==> config.mk <==
export PLATFORM = sky130hd
export DESIGN_NAME = civf_top
export DESIGN_NICKNAME = d
export VERILOG_FILES = /design/src/verilog/civf_top.v
export VERILOG_INCLUDE_DIRS = /design/src /design/src/include
export SDC_FILE = /design/constraint.sdc
export NUM_CORES = 1
export LEC_CHECK = 0
export BUFFER_PORTS_ARGS = -buffer_cell sky130_fd_sc_hd__buf_2
export CAP_MARGIN = 20
export CELL_PAD_IN_SITES_DETAIL_PLACEMENT = 0
export CELL_PAD_IN_SITES_GLOBAL_PLACEMENT = 1
export CORE_UTILIZATION = 39
export CTS_CLUSTER_DIAMETER = 100
export CTS_CLUSTER_SIZE = 25
export DETAILED_ROUTE_END_ITERATION = 10
export PLACE_DENSITY = 0.77
export SYNTH_ARGS = -nofsm -noshare
export SYNTH_HDL_FRONTEND = slang
export SYNTH_SLANG_ARGS = --single-unit
==> constraint.sdc <==
create_clock -name i_clk -period 2.3 [get_ports i_clk]
set_input_delay 0.115 -clock i_clk [delete_from_list [all_inputs] [get_ports i_clk]]
set_output_delay 0.115 -clock i_clk [all_outputs]
set_load 0.02 [all_outputs]
==> src/include/civf_defs.vh <==
// Constants for the CAN interrupt code and filter control slice.
// Assumes a plain word-wide register port with byte addresses.
`ifndef CIVF_DEFS_VH
`define CIVF_DEFS_VH

// ----------------------------------------------------------------
// Register byte offsets
// ----------------------------------------------------------------
`define CIVF_ADDR_W          4
`define CIVF_OFS_INT_FLAGS   4'h0
`define CIVF_OFS_INT_MASK    4'h4
`define CIVF_OFS_INT_CODE    4'h8
`define CIVF_OFS_FILTER_CTRL 4'hC

// ----------------------------------------------------------------
// Flag register bit positions (mask register shares the layout)
// ----------------------------------------------------------------
`define CIVF_FLAG_W          16
`define CIVF_BIT_INVALID     15
`define CIVF_BIT_WAKE        14
`define CIVF_BIT_BUS_ERR     13
`define CIVF_BIT_SYS_ERR     12
`define CIVF_BIT_RX_OVF      11
`define CIVF_BIT_MODE        3
`define CIVF_BIT_TIMER       2
`define CIVF_BIT_RX_PEND     1
`define CIVF_BIT_TX_PEND     0
`define CIVF_STICKY_MASK     16'hF80C
`define CIVF_IMPL_MASK       16'hF80F
`define CIVF_FLAG_RESET      16'h0000

// ----------------------------------------------------------------
// Interrupt code register layout and codes
// ----------------------------------------------------------------
`define CIVF_HIT_LSB         8
`define CIVF_HIT_W           5
`define CIVF_CODE_W          7
`define CIVF_CODE_NONE       7'h40
`define CIVF_CODE_BUS_ERR    7'h41
`define CIVF_CODE_WAKE       7'h42
`define CIVF_CODE_RX_OVF     7'h43
`define CIVF_CODE_ADDR_ERR   7'h44
`define CIVF_CODE_BW_ERR     7'h45
`define CIVF_CODE_TIMER      7'h46
`define CIVF_CODE_INVALID    7'h48
`define CIVF_CODE_MODE       7'h4F
`define CIVF_FIFO_PAD        2'h0

// ----------------------------------------------------------------
// Filter control byte layout
// ----------------------------------------------------------------
`define CIVF_NUM_FILTERS     4
`define CIVF_FLT_BYTE_W      8
`define CIVF_FLT_EN_BIT      7
`define CIVF_FLT_MASK_SELECT_LSB    5
`define CIVF_FLT_MASK_SELECT_W      2
`define CIVF_FLT_FIFO_SELECT_LSB    0
`define CIVF_FLT_FIFO_SELECT_W      5
`define CIVF_FLT_RESET       32'h0000_0000
`define CIVF_MASK_COUNT      4

// ----------------------------------------------------------------
// Misc widths and reset values
// ----------------------------------------------------------------
`define CIVF_DATA_W          32
`define CIVF_MODE_W          3
`define CIVF_FIFO_COUNT      32
`define CIVF_ZERO32          32'h0000_0000

`endif

==> src/verilog/civf_top.v <==
// CAN interrupt flags, interrupt code and filter control for filters 16-19.
// Assumes event pulses and levels come from logic on i_clk, except the
// CAN receive pin, which is asynchronous and is synchronised here.
`timescale 1ns/1ps
`include "civf_defs.vh"

module civf_top #(
  parameter TIMER_W        = 16,
  parameter TIMER_PRESCALE = 1
) (
  input  wire                        i_clk,
  input  wire                        i_nrst,
  // Register port
  input  wire [`CIVF_ADDR_W-1:0]     i_addr,
  input  wire [`CIVF_DATA_W-1:0]     i_wdata,
  input  wire                        i_wr,
  input  wire                        i_rd,
  output reg  [`CIVF_DATA_W-1:0]     o_rdata,
  output reg                         o_irq,
  // CAN side and controller events
  input  wire                        i_can_rx,
  input  wire                        i_sleep_mode,
  input  wire                        i_bus_error_event,
  input  wire                        i_address_error_event,
  input  wire                        i_bandwidth_error_event,
  input  wire                        i_receive_overflow_event,
  input  wire                        i_invalid_message_event,
  input  wire [`CIVF_MODE_W-1:0]     i_current_operating_mode,
  input  wire [`CIVF_MODE_W-1:0]     i_requested_operating_mode,
  input  wire                        i_receive_pending,
  input  wire                        i_transmit_pending,
  input  wire [`CIVF_FIFO_COUNT-1:0] i_fifo_interrupt_status,
  input  wire                        i_filter_hit_valid,
  input  wire [`CIVF_HIT_W-1:0]      i_filter_hit_number,
  // Filter settings for the matching engine, then the timestamp timer
  output reg  [`CIVF_NUM_FILTERS-1:0]                   o_filter_enable,
  output reg  [`CIVF_NUM_FILTERS*`CIVF_MASK_COUNT-1:0]  o_filter_mask_decode,
  output reg  [`CIVF_NUM_FILTERS*`CIVF_FLT_FIFO_SELECT_W-1:0]  o_filter_fifo_select,
  output reg  [TIMER_W-1:0]                             o_timestamp_timer
);

  // ----------------------------------------------------------------
  // Declarations
  // ----------------------------------------------------------------
  localparam [TIMER_W-1:0] TIMER_MAX   = {TIMER_W{1'b1}};
  localparam [TIMER_W-1:0] TIMER_ONE   = {{(TIMER_W-1){1'b0}}, 1'b1};
  localparam [15:0]        PRESCALE_LAST = TIMER_PRESCALE[15:0] - 16'h0001;

  reg  [`CIVF_FLAG_W-1:0]  flags;
  reg  [`CIVF_FLAG_W-1:0]  mask;
  reg  [`CIVF_FLAG_W-1:0]  next_flags;
  reg  [`CIVF_FLAG_W-1:0]  flag_set;
  reg                      addr_err_pend;
  reg                      bw_err_pend;
  reg  [`CIVF_HIT_W-1:0]   matched_filter_number;
  reg  [`CIVF_CODE_W-1:0]  interrupt_code;
  reg  [`CIVF_CODE_W-1:0]  next_interrupt_code;
  reg  [`CIVF_DATA_W-1:0]  filter_control;
  reg  [`CIVF_DATA_W-1:0]  next_filter_control;
  reg  [`CIVF_DATA_W-1:0]  next_rdata;
  reg  [15:0]              prescale_cnt;
  reg                      mode_match_d;
  reg                      rx_meta;
  reg                      rx_sync2;
  reg                      rx_sync3;
  reg                      rx_stable;
  reg                      rx_stable_d;
  reg  [4:0]               fifo_idx;
  reg                      fifo_hit;
  integer                  k;

  wire [`CIVF_FLAG_W-1:0]  enabled_flags;
  wire                     rd_flags;
  wire                     wr_mask;
  wire                     wr_filter;
  wire                     mode_match;
  wire                     timer_tick;
  wire                     timer_wrap;
  wire                     wake_edge;
  wire                     fifo_enabled;

  assign rd_flags      = i_rd && (i_addr == `CIVF_OFS_INT_FLAGS);
  assign wr_mask       = i_wr && (i_addr == `CIVF_OFS_INT_MASK);
  assign wr_filter     = i_wr && (i_addr == `CIVF_OFS_FILTER_CTRL);
  assign enabled_flags = flags & mask;
  assign mode_match    = (i_current_operating_mode == i_requested_operating_mode);
  assign timer_tick    = (prescale_cnt == PRESCALE_LAST);
  assign timer_wrap    = timer_tick && (o_timestamp_timer == TIMER_MAX);
  // Dominant level after a recessive one counts as bus activity
  assign wake_edge     = rx_stable_d && !rx_stable;
  // FIFO interrupts ride on either buffer pending enable
  assign fifo_enabled  = mask[`CIVF_BIT_RX_PEND] || mask[`CIVF_BIT_TX_PEND];

  // ----------------------------------------------------------------
  // CAN receive pin synchroniser
  // ----------------------------------------------------------------
  // Three stages; the stable level moves only when stages two and three agree,
  // which also rejects a single-cycle glitch on the pin
  always @(posedge i_clk) begin
    if (!i_nrst) begin
      rx_meta     <= 1'b1;
      rx_sync2    <= 1'b1;
      rx_sync3    <= 1'b1;
      rx_stable   <= 1'b1;
      rx_stable_d <= 1'b1;
    end else begin
      rx_meta     <= i_can_rx;
      rx_sync2    <= rx_meta;
      rx_sync3    <= rx_sync2;
      if (rx_sync2 == rx_sync3) begin
        rx_stable <= rx_sync3;
      end
      rx_stable_d <= rx_stable;
    end
  end

  // ----------------------------------------------------------------
  // Timestamp timer
  // ----------------------------------------------------------------
  // Free running; the prescaler stretches each timer step
  always @(posedge i_clk) begin
    if (!i_nrst) begin
      prescale_cnt      <= 16'h0000;
      o_timestamp_timer <= {TIMER_W{1'b0}};
    end else begin
      if (timer_tick) begin
        prescale_cnt      <= 16'h0000;
        o_timestamp_timer <= o_timestamp_timer + TIMER_ONE;
      end else begin
        prescale_cnt <= prescale_cnt + 16'h0001;
      end
    end
  end

  // ----------------------------------------------------------------
  // Mode match history
  // ----------------------------------------------------------------
  // Reset to matched so that power-up does not look like a mode change
  always @(posedge i_clk) begin
    if (!i_nrst) begin
      mode_match_d <= 1'b1;
    end else begin
      mode_match_d <= mode_match;
    end
  end

  // ----------------------------------------------------------------
  // Event collection
  // ----------------------------------------------------------------
  always @* begin
    flag_set = `CIVF_FLAG_RESET;
    flag_set[`CIVF_BIT_WAKE]    = i_sleep_mode && wake_edge;
    flag_set[`CIVF_BIT_BUS_ERR] = i_bus_error_event;
    flag_set[`CIVF_BIT_SYS_ERR] = i_address_error_event || i_bandwidth_error_event;
    flag_set[`CIVF_BIT_RX_OVF]  = i_receive_overflow_event;
    flag_set[`CIVF_BIT_MODE]    = mode_match && !mode_match_d;
    flag_set[`CIVF_BIT_TIMER]   = timer_wrap;
    flag_set[`CIVF_BIT_INVALID] = i_invalid_message_event;
  end

  // ----------------------------------------------------------------
  // Flag register next value
  // ----------------------------------------------------------------
  // Reading clears sticky bits, but a same-cycle event still wins
  always @* begin
    next_flags = flags;
    if (rd_flags) begin
      next_flags = flags & ~`CIVF_STICKY_MASK;
    end
    next_flags = (next_flags | flag_set) & `CIVF_STICKY_MASK;
    next_flags[`CIVF_BIT_RX_PEND] = i_receive_pending;
    next_flags[`CIVF_BIT_TX_PEND] = i_transmit_pending;
  end

  // ----------------------------------------------------------------
  // Flags, mask and system error detail
  // ----------------------------------------------------------------
  always @(posedge i_clk) begin
    if (!i_nrst) begin
      flags         <= `CIVF_FLAG_RESET;
      mask          <= `CIVF_FLAG_RESET;
      addr_err_pend <= 1'b0;
      bw_err_pend   <= 1'b0;
    end else begin
      flags <= next_flags;
      if (wr_mask) begin
        mask <= i_wdata[`CIVF_FLAG_W-1:0] & `CIVF_IMPL_MASK;
      end
      addr_err_pend <= (addr_err_pend && !rd_flags) || i_address_error_event;
      bw_err_pend   <= (bw_err_pend && !rd_flags) || i_bandwidth_error_event;
    end
  end

  // ----------------------------------------------------------------
  // FIFO source search
  // ----------------------------------------------------------------
  // Lowest numbered FIFO with its status bit set wins
  always @* begin
    fifo_idx = 5'h00;
    fifo_hit = 1'b0;
    for (k = `CIVF_FIFO_COUNT - 1; k >= 0; k = k - 1) begin
      if (i_fifo_interrupt_status[k]) begin
        fifo_idx = k[4:0];
        fifo_hit = 1'b1;
      end
    end
  end

  // ----------------------------------------------------------------
  // Interrupt code priority
  // ----------------------------------------------------------------
  // Fixed priority: bus errors first, FIFO traffic last, so a storm of
  // receive interrupts cannot hide a fault from software
  always @* begin
    if (enabled_flags[`CIVF_BIT_BUS_ERR]) begin
      next_interrupt_code = `CIVF_CODE_BUS_ERR;
    end else if (enabled_flags[`CIVF_BIT_WAKE]) begin
      next_interrupt_code = `CIVF_CODE_WAKE;
    end else if (enabled_flags[`CIVF_BIT_RX_OVF]) begin
      next_interrupt_code = `CIVF_CODE_RX_OVF;
    end else if (enabled_flags[`CIVF_BIT_SYS_ERR] && addr_err_pend) begin
      next_interrupt_code = `CIVF_CODE_ADDR_ERR;
    end else if (enabled_flags[`CIVF_BIT_SYS_ERR] && bw_err_pend) begin
      next_interrupt_code = `CIVF_CODE_BW_ERR;
    end else if (enabled_flags[`CIVF_BIT_TIMER]) begin
      next_interrupt_code = `CIVF_CODE_TIMER;
    end else if (enabled_flags[`CIVF_BIT_INVALID]) begin
      next_interrupt_code = `CIVF_CODE_INVALID;
    end else if (enabled_flags[`CIVF_BIT_MODE]) begin
      next_interrupt_code = `CIVF_CODE_MODE;
    end else if (fifo_enabled && fifo_hit) begin
      next_interrupt_code = {`CIVF_FIFO_PAD, fifo_idx};
    end else begin
      next_interrupt_code = `CIVF_CODE_NONE;
    end
  end

  // ----------------------------------------------------------------
  // Interrupt code and filter hit registers
  // ----------------------------------------------------------------
  always @(posedge i_clk) begin
    if (!i_nrst) begin
      interrupt_code        <= `CIVF_CODE_NONE;
      matched_filter_number <= 5'h00;
    end else begin
      interrupt_code <= next_interrupt_code;
      if (i_filter_hit_valid) begin
        matched_filter_number <= i_filter_hit_number;
      end
    end
  end

  // ----------------------------------------------------------------
  // Filter control write filter
  // ----------------------------------------------------------------
  genvar f;
  generate
    for (f = 0; f < `CIVF_NUM_FILTERS; f = f + 1) begin : g_flt_wr
      localparam integer B = f * `CIVF_FLT_BYTE_W;
      always @* begin
        if (filter_control[B + `CIVF_FLT_EN_BIT]) begin
          next_filter_control[B +: `CIVF_FLT_BYTE_W] = filter_control[B +: `CIVF_FLT_BYTE_W];
          if (wr_filter) begin
            next_filter_control[B + `CIVF_FLT_EN_BIT] = i_wdata[B + `CIVF_FLT_EN_BIT];
          end
        end else if (wr_filter) begin
          next_filter_control[B +: `CIVF_FLT_BYTE_W] = i_wdata[B +: `CIVF_FLT_BYTE_W];
        end else begin
          next_filter_control[B +: `CIVF_FLT_BYTE_W] = filter_control[B +: `CIVF_FLT_BYTE_W];
        end
      end
    end
  endgenerate

  always @(posedge i_clk) begin
    if (!i_nrst) begin
      filter_control <= `CIVF_FLT_RESET;
    end else begin
      filter_control <= next_filter_control;
    end
  end

  // ----------------------------------------------------------------
  // Filter settings to the matching engine
  // ----------------------------------------------------------------
  // One cycle behind the register so every output is a flop
  generate
    for (f = 0; f < `CIVF_NUM_FILTERS; f = f + 1) begin : g_flt_out
      localparam integer B = f * `CIVF_FLT_BYTE_W;
      always @(posedge i_clk) begin
        if (!i_nrst) begin
          o_filter_enable[f]                                          <= 1'b0;
          o_filter_mask_decode[f*`CIVF_MASK_COUNT +: `CIVF_MASK_COUNT] <= 4'h0;
          o_filter_fifo_select[f*`CIVF_FLT_FIFO_SELECT_W +: `CIVF_FLT_FIFO_SELECT_W] <= 5'h00;
        end else begin
          o_filter_enable[f] <= filter_control[B + `CIVF_FLT_EN_BIT];
          case (filter_control[B + `CIVF_FLT_MASK_SELECT_LSB +: `CIVF_FLT_MASK_SELECT_W])
            2'h0:    o_filter_mask_decode[f*`CIVF_MASK_COUNT +: `CIVF_MASK_COUNT] <= 4'h1;
            2'h1:    o_filter_mask_decode[f*`CIVF_MASK_COUNT +: `CIVF_MASK_COUNT] <= 4'h2;
            2'h2:    o_filter_mask_decode[f*`CIVF_MASK_COUNT +: `CIVF_MASK_COUNT] <= 4'h4;
            default: o_filter_mask_decode[f*`CIVF_MASK_COUNT +: `CIVF_MASK_COUNT] <= 4'h8;
          endcase
          o_filter_fifo_select[f*`CIVF_FLT_FIFO_SELECT_W +: `CIVF_FLT_FIFO_SELECT_W] <=
            filter_control[B + `CIVF_FLT_FIFO_SELECT_LSB +: `CIVF_FLT_FIFO_SELECT_W];
        end
      end
    end
  endgenerate

  // ----------------------------------------------------------------
  // Read data mux
  // ----------------------------------------------------------------
  // Unmapped offsets read as zero; unused upper bits always zero
  always @* begin
    next_rdata = `CIVF_ZERO32;
    case (i_addr)
      `CIVF_OFS_INT_FLAGS: begin
        next_rdata[`CIVF_FLAG_W-1:0] = flags;
      end
      `CIVF_OFS_INT_MASK: begin
        next_rdata[`CIVF_FLAG_W-1:0] = mask;
      end
      `CIVF_OFS_INT_CODE: begin
        next_rdata[`CIVF_HIT_LSB +: `CIVF_HIT_W] = matched_filter_number;
        next_rdata[`CIVF_CODE_W-1:0] = interrupt_code;
      end
      `CIVF_OFS_FILTER_CTRL: begin
        next_rdata = filter_control;
      end
      default: next_rdata = `CIVF_ZERO32;
    endcase
  end

  // ----------------------------------------------------------------
  // Read data and interrupt line
  // ----------------------------------------------------------------
  // Read data held only in the cycle after the strobe
  always @(posedge i_clk) begin
    if (!i_nrst) begin
      o_rdata <= `CIVF_ZERO32;
      o_irq   <= 1'b0;
    end else begin
      if (i_rd) begin
        o_rdata <= next_rdata;
      end else begin
        o_rdata <= `CIVF_ZERO32;
      end
      o_irq <= |(next_flags & mask);
    end
  end

endmodule

-- Word-level counts from Yosys, hierarchy flattened
Index checks and enable logic that the tools add are counted.
- output and inout port bits: 89
- input port bits: 93
- register bits: 182
- muxes and demuxes: 94
- bitwise operators: 9
- reduce and logical (&&, ||, !) cells: 38
- equality and inequality tests: 14
- add/subtract/negate cells: 2
- operators by type and width (cell ; count):
    $mux 5 ; 32
    $mux 8 ; 8
    $pmux 4 s3 ; 4
    $mux 1 ; 37
    $add 16x1->16 const B ; 2
    $and 16x16->16 ; 2
    $pmux 7 s4 ; 1
    $reduce_or 26->1 ; 1
    $pmux 5 s4 ; 1
    $eq 16x16->1 const B ; 1
    $logic_not 16->1 ; 1
    $mux 16 ; 1
    $or 16x16->16 ; 1
    $reduce_or 16->1 ; 1
    $logic_and 1x1->1 ; 12
    $reduce_and 2->1 ; 5
    $mux 3 ; 3
    $pmux 3 s3 ; 1
    $reduce_or 9->1 ; 1
    $eq 2x1->1 const B ; 4
    $eq 2x2->1 const B ; 4
    $eq 4x4->1 const B ; 2
    $logic_not 2->1 ; 4
    $mux 4 ; 2
    other kinds (14) ; 26

-- Depth between registers and ports, before layout
- depth after elaboration: 42
- depth in mapped cells: 9
- depth with buffers taken out: 7

-- Worst setup path before layout
Ideal clock, no wire load.
- kind: register -> register
- from: reg prescale_cnt[0]
- to: reg prescale_cnt[8]
- setup time: 0.115 ns
- arrival: 1.769 ns
- data required time: 2.185 ns
- cell stages (with the launch flop): 10
- path buffers: 2
- setup slack: 0.416 ns
- cells stage by stage: dfxtp_1 inv_1 ha_1 or4b_4 nor2_2 and2_2 nand2b_1 buf_4 buf_4 nor2_1
- word-level cells in the longest chain between the ends: 2
- elaborated cells between the ends (all ways): 3
- classes of those cells: add/sub: 1; reduce/logical: 2
- ends and longest elaborated chain (element ; RTL line ; RTL):
    start: declaration ; civf_top.v:61 ; reg [15:0] prescale_cnt;
    start signal: assignment ; civf_top.v:130 ; prescale_cnt <= prescale_cnt + 16'h0001;
    branches (longest 2 deep; another with $add 16x1->16) ; - ;
Several ways; the timed one is not identified.
A chain may end at the register's enable or synchronous reset.

-- Worst setup path after layout
- from: reg prescale_cnt[0]
- to: reg o_timestamp_timer[14]
- word-level cells in the longest chain between the ends: 1
- ends and longest elaborated chain (element ; RTL line ; RTL):
    $logic_not 16->1 ; civf_top.v:87 ; assign timer_tick = (prescale_cnt == PRESCALE_LAST);
    end signal: assignment ; civf_top.v:124 ; o_timestamp_timer <= {TIMER_W{1'b0}};
    end signal: assignment ; civf_top.v:128 ; o_timestamp_timer <= o_timestamp_timer + TIMER_ONE;
    end: declaration ; civf_top.v:39 ; output reg [TIMER_W-1:0] o_timestamp_timer
No other way between the ends.

==> flow_summary.ini <==
[pwr]
power_density_nw_per_um2 = 712.2
p_total_mw = 6.261
p_leak_nw = 3.845
peakVddDrop_uv = 509.2

[grt]
grt_first_pass_wirelength_mm = 27.59
antenna_found_initial = 2
groute.layer.met1.usage_pct = 25.40
track_usage_pct = 19.86
overflow = 0
met3_usage_pct = 5.134
grt_use_met2_pct = 32.72
busiest_layer = met2
grt_pass1_vias = 5570
grt_max_degree = 76

[die]
fp.dieH_um = 132.4
pin_count = 182
dieWidth_um = 132.4
die_area_um2 = 17540
num_rows = 47
core_um2 = 16580
start_util_pct = 40.02

[layout]
nNetsFinal = 1033
final_core_util_pct = 53.01
stdcell_count = 1171
drive_gt1_share_pct = 25.16
layout_common_cells = buf_2 (181), dfxtp_1 (174), nor2_1 (95), nand2_1 (62), and2_1 (49)
final_common_cell = buf_2
area_growth_pct = 32.47

[synthesis]
synth_cells = 713
synthesis.area_um2 = 6636
synth.avg_cell_area_um2 = 9.308
ys_ff_latch = 174
ys_seq_area_share_pct = 52.49
synth_cell_types = 57
synth_top_flop_cell = dfxtp_1
ys_async_sr_fraction_pct = 0
ys_warn_count = 0
synth_fp_nets = 809
synth-edff-count = 0

[clocking]
htree_levels = 4
cts_buffers = 17
cts_tree = built
cts.path.max_buffers = 2
cts_resized = 0
clk_latency_ns = 0.42
path_clk_slew_ns = 0.07
root_buffer = clkbuf_16
clock_sinks = 174

[sta]
rsz0062_at_grt = false
timing.final.crit_period_ns = 2.073
timing.final.crit_share_pct = 90.13
tightestPinTransition_ns = 0.8336
fmax_mhz = 482.4
hold_violations = 0
final.setup.tns_ns = 0
fin_skew_ns = 0.009570
slew_headroom_pct = 44.43
setup_viol = 0
report.final.slew_viol_count = 0
hold_slack_ns = 0.03299

[worst_setup_path]
reg2reg_slack_ns = 0.23
crit_required_ns = 2.59
cp-startpoint = prescale_cnt[0]
cp.arrival_ns = 2.36
reg2reg_depth = 7
start_kind = flip-flop
end_kind = flip-flop
reg2reg_from = prescale_cnt[0]
cp_max_fo = 7
endpoint = o_timestamp_timer[14]
reg2reg_to = o_timestamp_timer[14]
crit_type = flip-flop to flip-flop

[worst_hold_path]
hold_depth = 4
hp-class = input pin to flip-flop

[drt]
ant_nets = 0
wl_per_cell_um = 14.52
drc = 0
via_count = 5738
dr.pass1.iters = 5
routed_wl_mm = 17.00
vias_per_cell = 4.900
dr.first_iter.drc_count = 266

[place]
port_buffers = 181
dp.cells = 1093
dp.final_hpwl_mm = 11.94
gp_congestion = 0.8335

[status]
outcome = finished, final reports clean

[job]
cap_violations = 0
-- where the power goes --
part | internal, mW | leakage [nW] | total, mW | switching, mW
combinational | 0.193 | 2.16 | 0.398 | 0.204
clock | 1.54 | 0.272 | 2.77 | 1.23
sequential | 3.06 | 1.41 | 3.09 | 0.0334
total | 4.79 | 3.85 | 6.26 | 1.47
-- synth_stat cells (2+ instances only) --
cell type	number	share of area [%]
a31oi_1	7	0.66
nor2_1	95	5.4
mux2i_1	30	4.5
a22oi_1	2	0.23
inv_1	12	0.68
nor3_1	8	0.60
nand2b_1	11	1.0
nand3_1	24	1.8
clkbuf_1	24	1.4
or4_1	3	0.34
buf_1	4	0.23
o21a_1	2	0.23
xor2_1	13	1.7
o21ai_0	40	3.0
nand4_1	13	1.2
a21oi_1	47	3.5
nor4_4	2	0.64
nor3b_1	5	0.57
and3_1	9	0.85
or3_1	6	0.57
o211ai_1	2	0.23
ha_1	3	0.57
nor4b_1	2	0.26
and4_1	2	0.26
o311ai_0	3	0.40
and2_1	49	4.6
nor4_1	10	0.94
buf_4	2	0.23
nand2_1	62	3.5
nor2b_1	7	0.66
o31ai_1	2	0.23
mux4_2	6	2.0
dfxtp_1	174	52
xnor2_1	9	1.2
-- metrics by stage --
stage,cell area [um^2],setup slack (ns)
floorplan,6636,0.4165
global placement,7767,0.2268
detailed placement,7767,0.2079
CTS,8788,0.1658
global route,8791,0.07144
finish,8791,0.2271
-- worst min-delay path by stage --
stage,from,to,slack [ns]
after floorplan,i_can_rx,rx_meta,0.22
after global placement,i_can_rx,rx_meta,0.30
after detailed placement,i_can_rx,rx_meta,0.30
after CTS,i_fifo_interrupt_status[2],interrupt_code[4],0.02
after global routing,i_fifo_interrupt_status[2],interrupt_code[4],0.04
final,i_current_operating_mode[0],mode_match_d,0.03
-- area by class of cell --
type	count	area [um^2]
fill	1615	7792
multi-input combinational	496	2983
clock buffer	19	442.9
antenna	1	2.502
timing repair buffer	236	1431
inverter	12	45.04
tap	220	275.3
sequential	174	3483
clock inverter	13	127.6
-- cell families after synthesis --
logic type,share of synthesized area (%)
compound gates,10.45
xor+xnor,2.904
fa+ha+maj,0.5657
buf+inv,2.564
flops,52.49
mux,6.561
simple gates,24.47
-- sequential cells by signal (all words and copies together) (netlist names), named ones only --
signal	flops
o_rdata	32
o_irq	1
matched_filter_number	5
rx_sync3	1
addr_err_pend	1
mode_match_d	1
o_filter_fifo_select	20
prescale_cnt	16
rx_stable_d	1
rx_stable	1
mask	9
o_filter_mask_decode	16
o_filter_enable	4
rx_sync2	1
rx_meta	1
o_timestamp_timer	16
bw_err_pend	1
flags	9
filter_control	28
interrupt_code	6
-- worst max-delay path, stage by stage, from the launching register on --
cell	delay [ns]
dfxtp_1	0.34
inv_1	0.06
ha_1	0.13
or4b_4	0.50
nor4_4	0.51
nand4_1	0.17
xor2_1	0.16
nor2_1	0.05
-- routing by layer --
layer / up-vias / wire length (um)
met3: 15 / 862
met4: 2 / 168
li1: 2922 / -
met5: - / 13
met2: 166 / 7998
met1: 2633 / 7959
-- what timing repair did --
action / in CTS / in global routing
buffers inserted: 0 / 0
hold endpoints to repair: 55 / 0
hold buffers: 45 / 0
(Power assumes the default switching activity.)
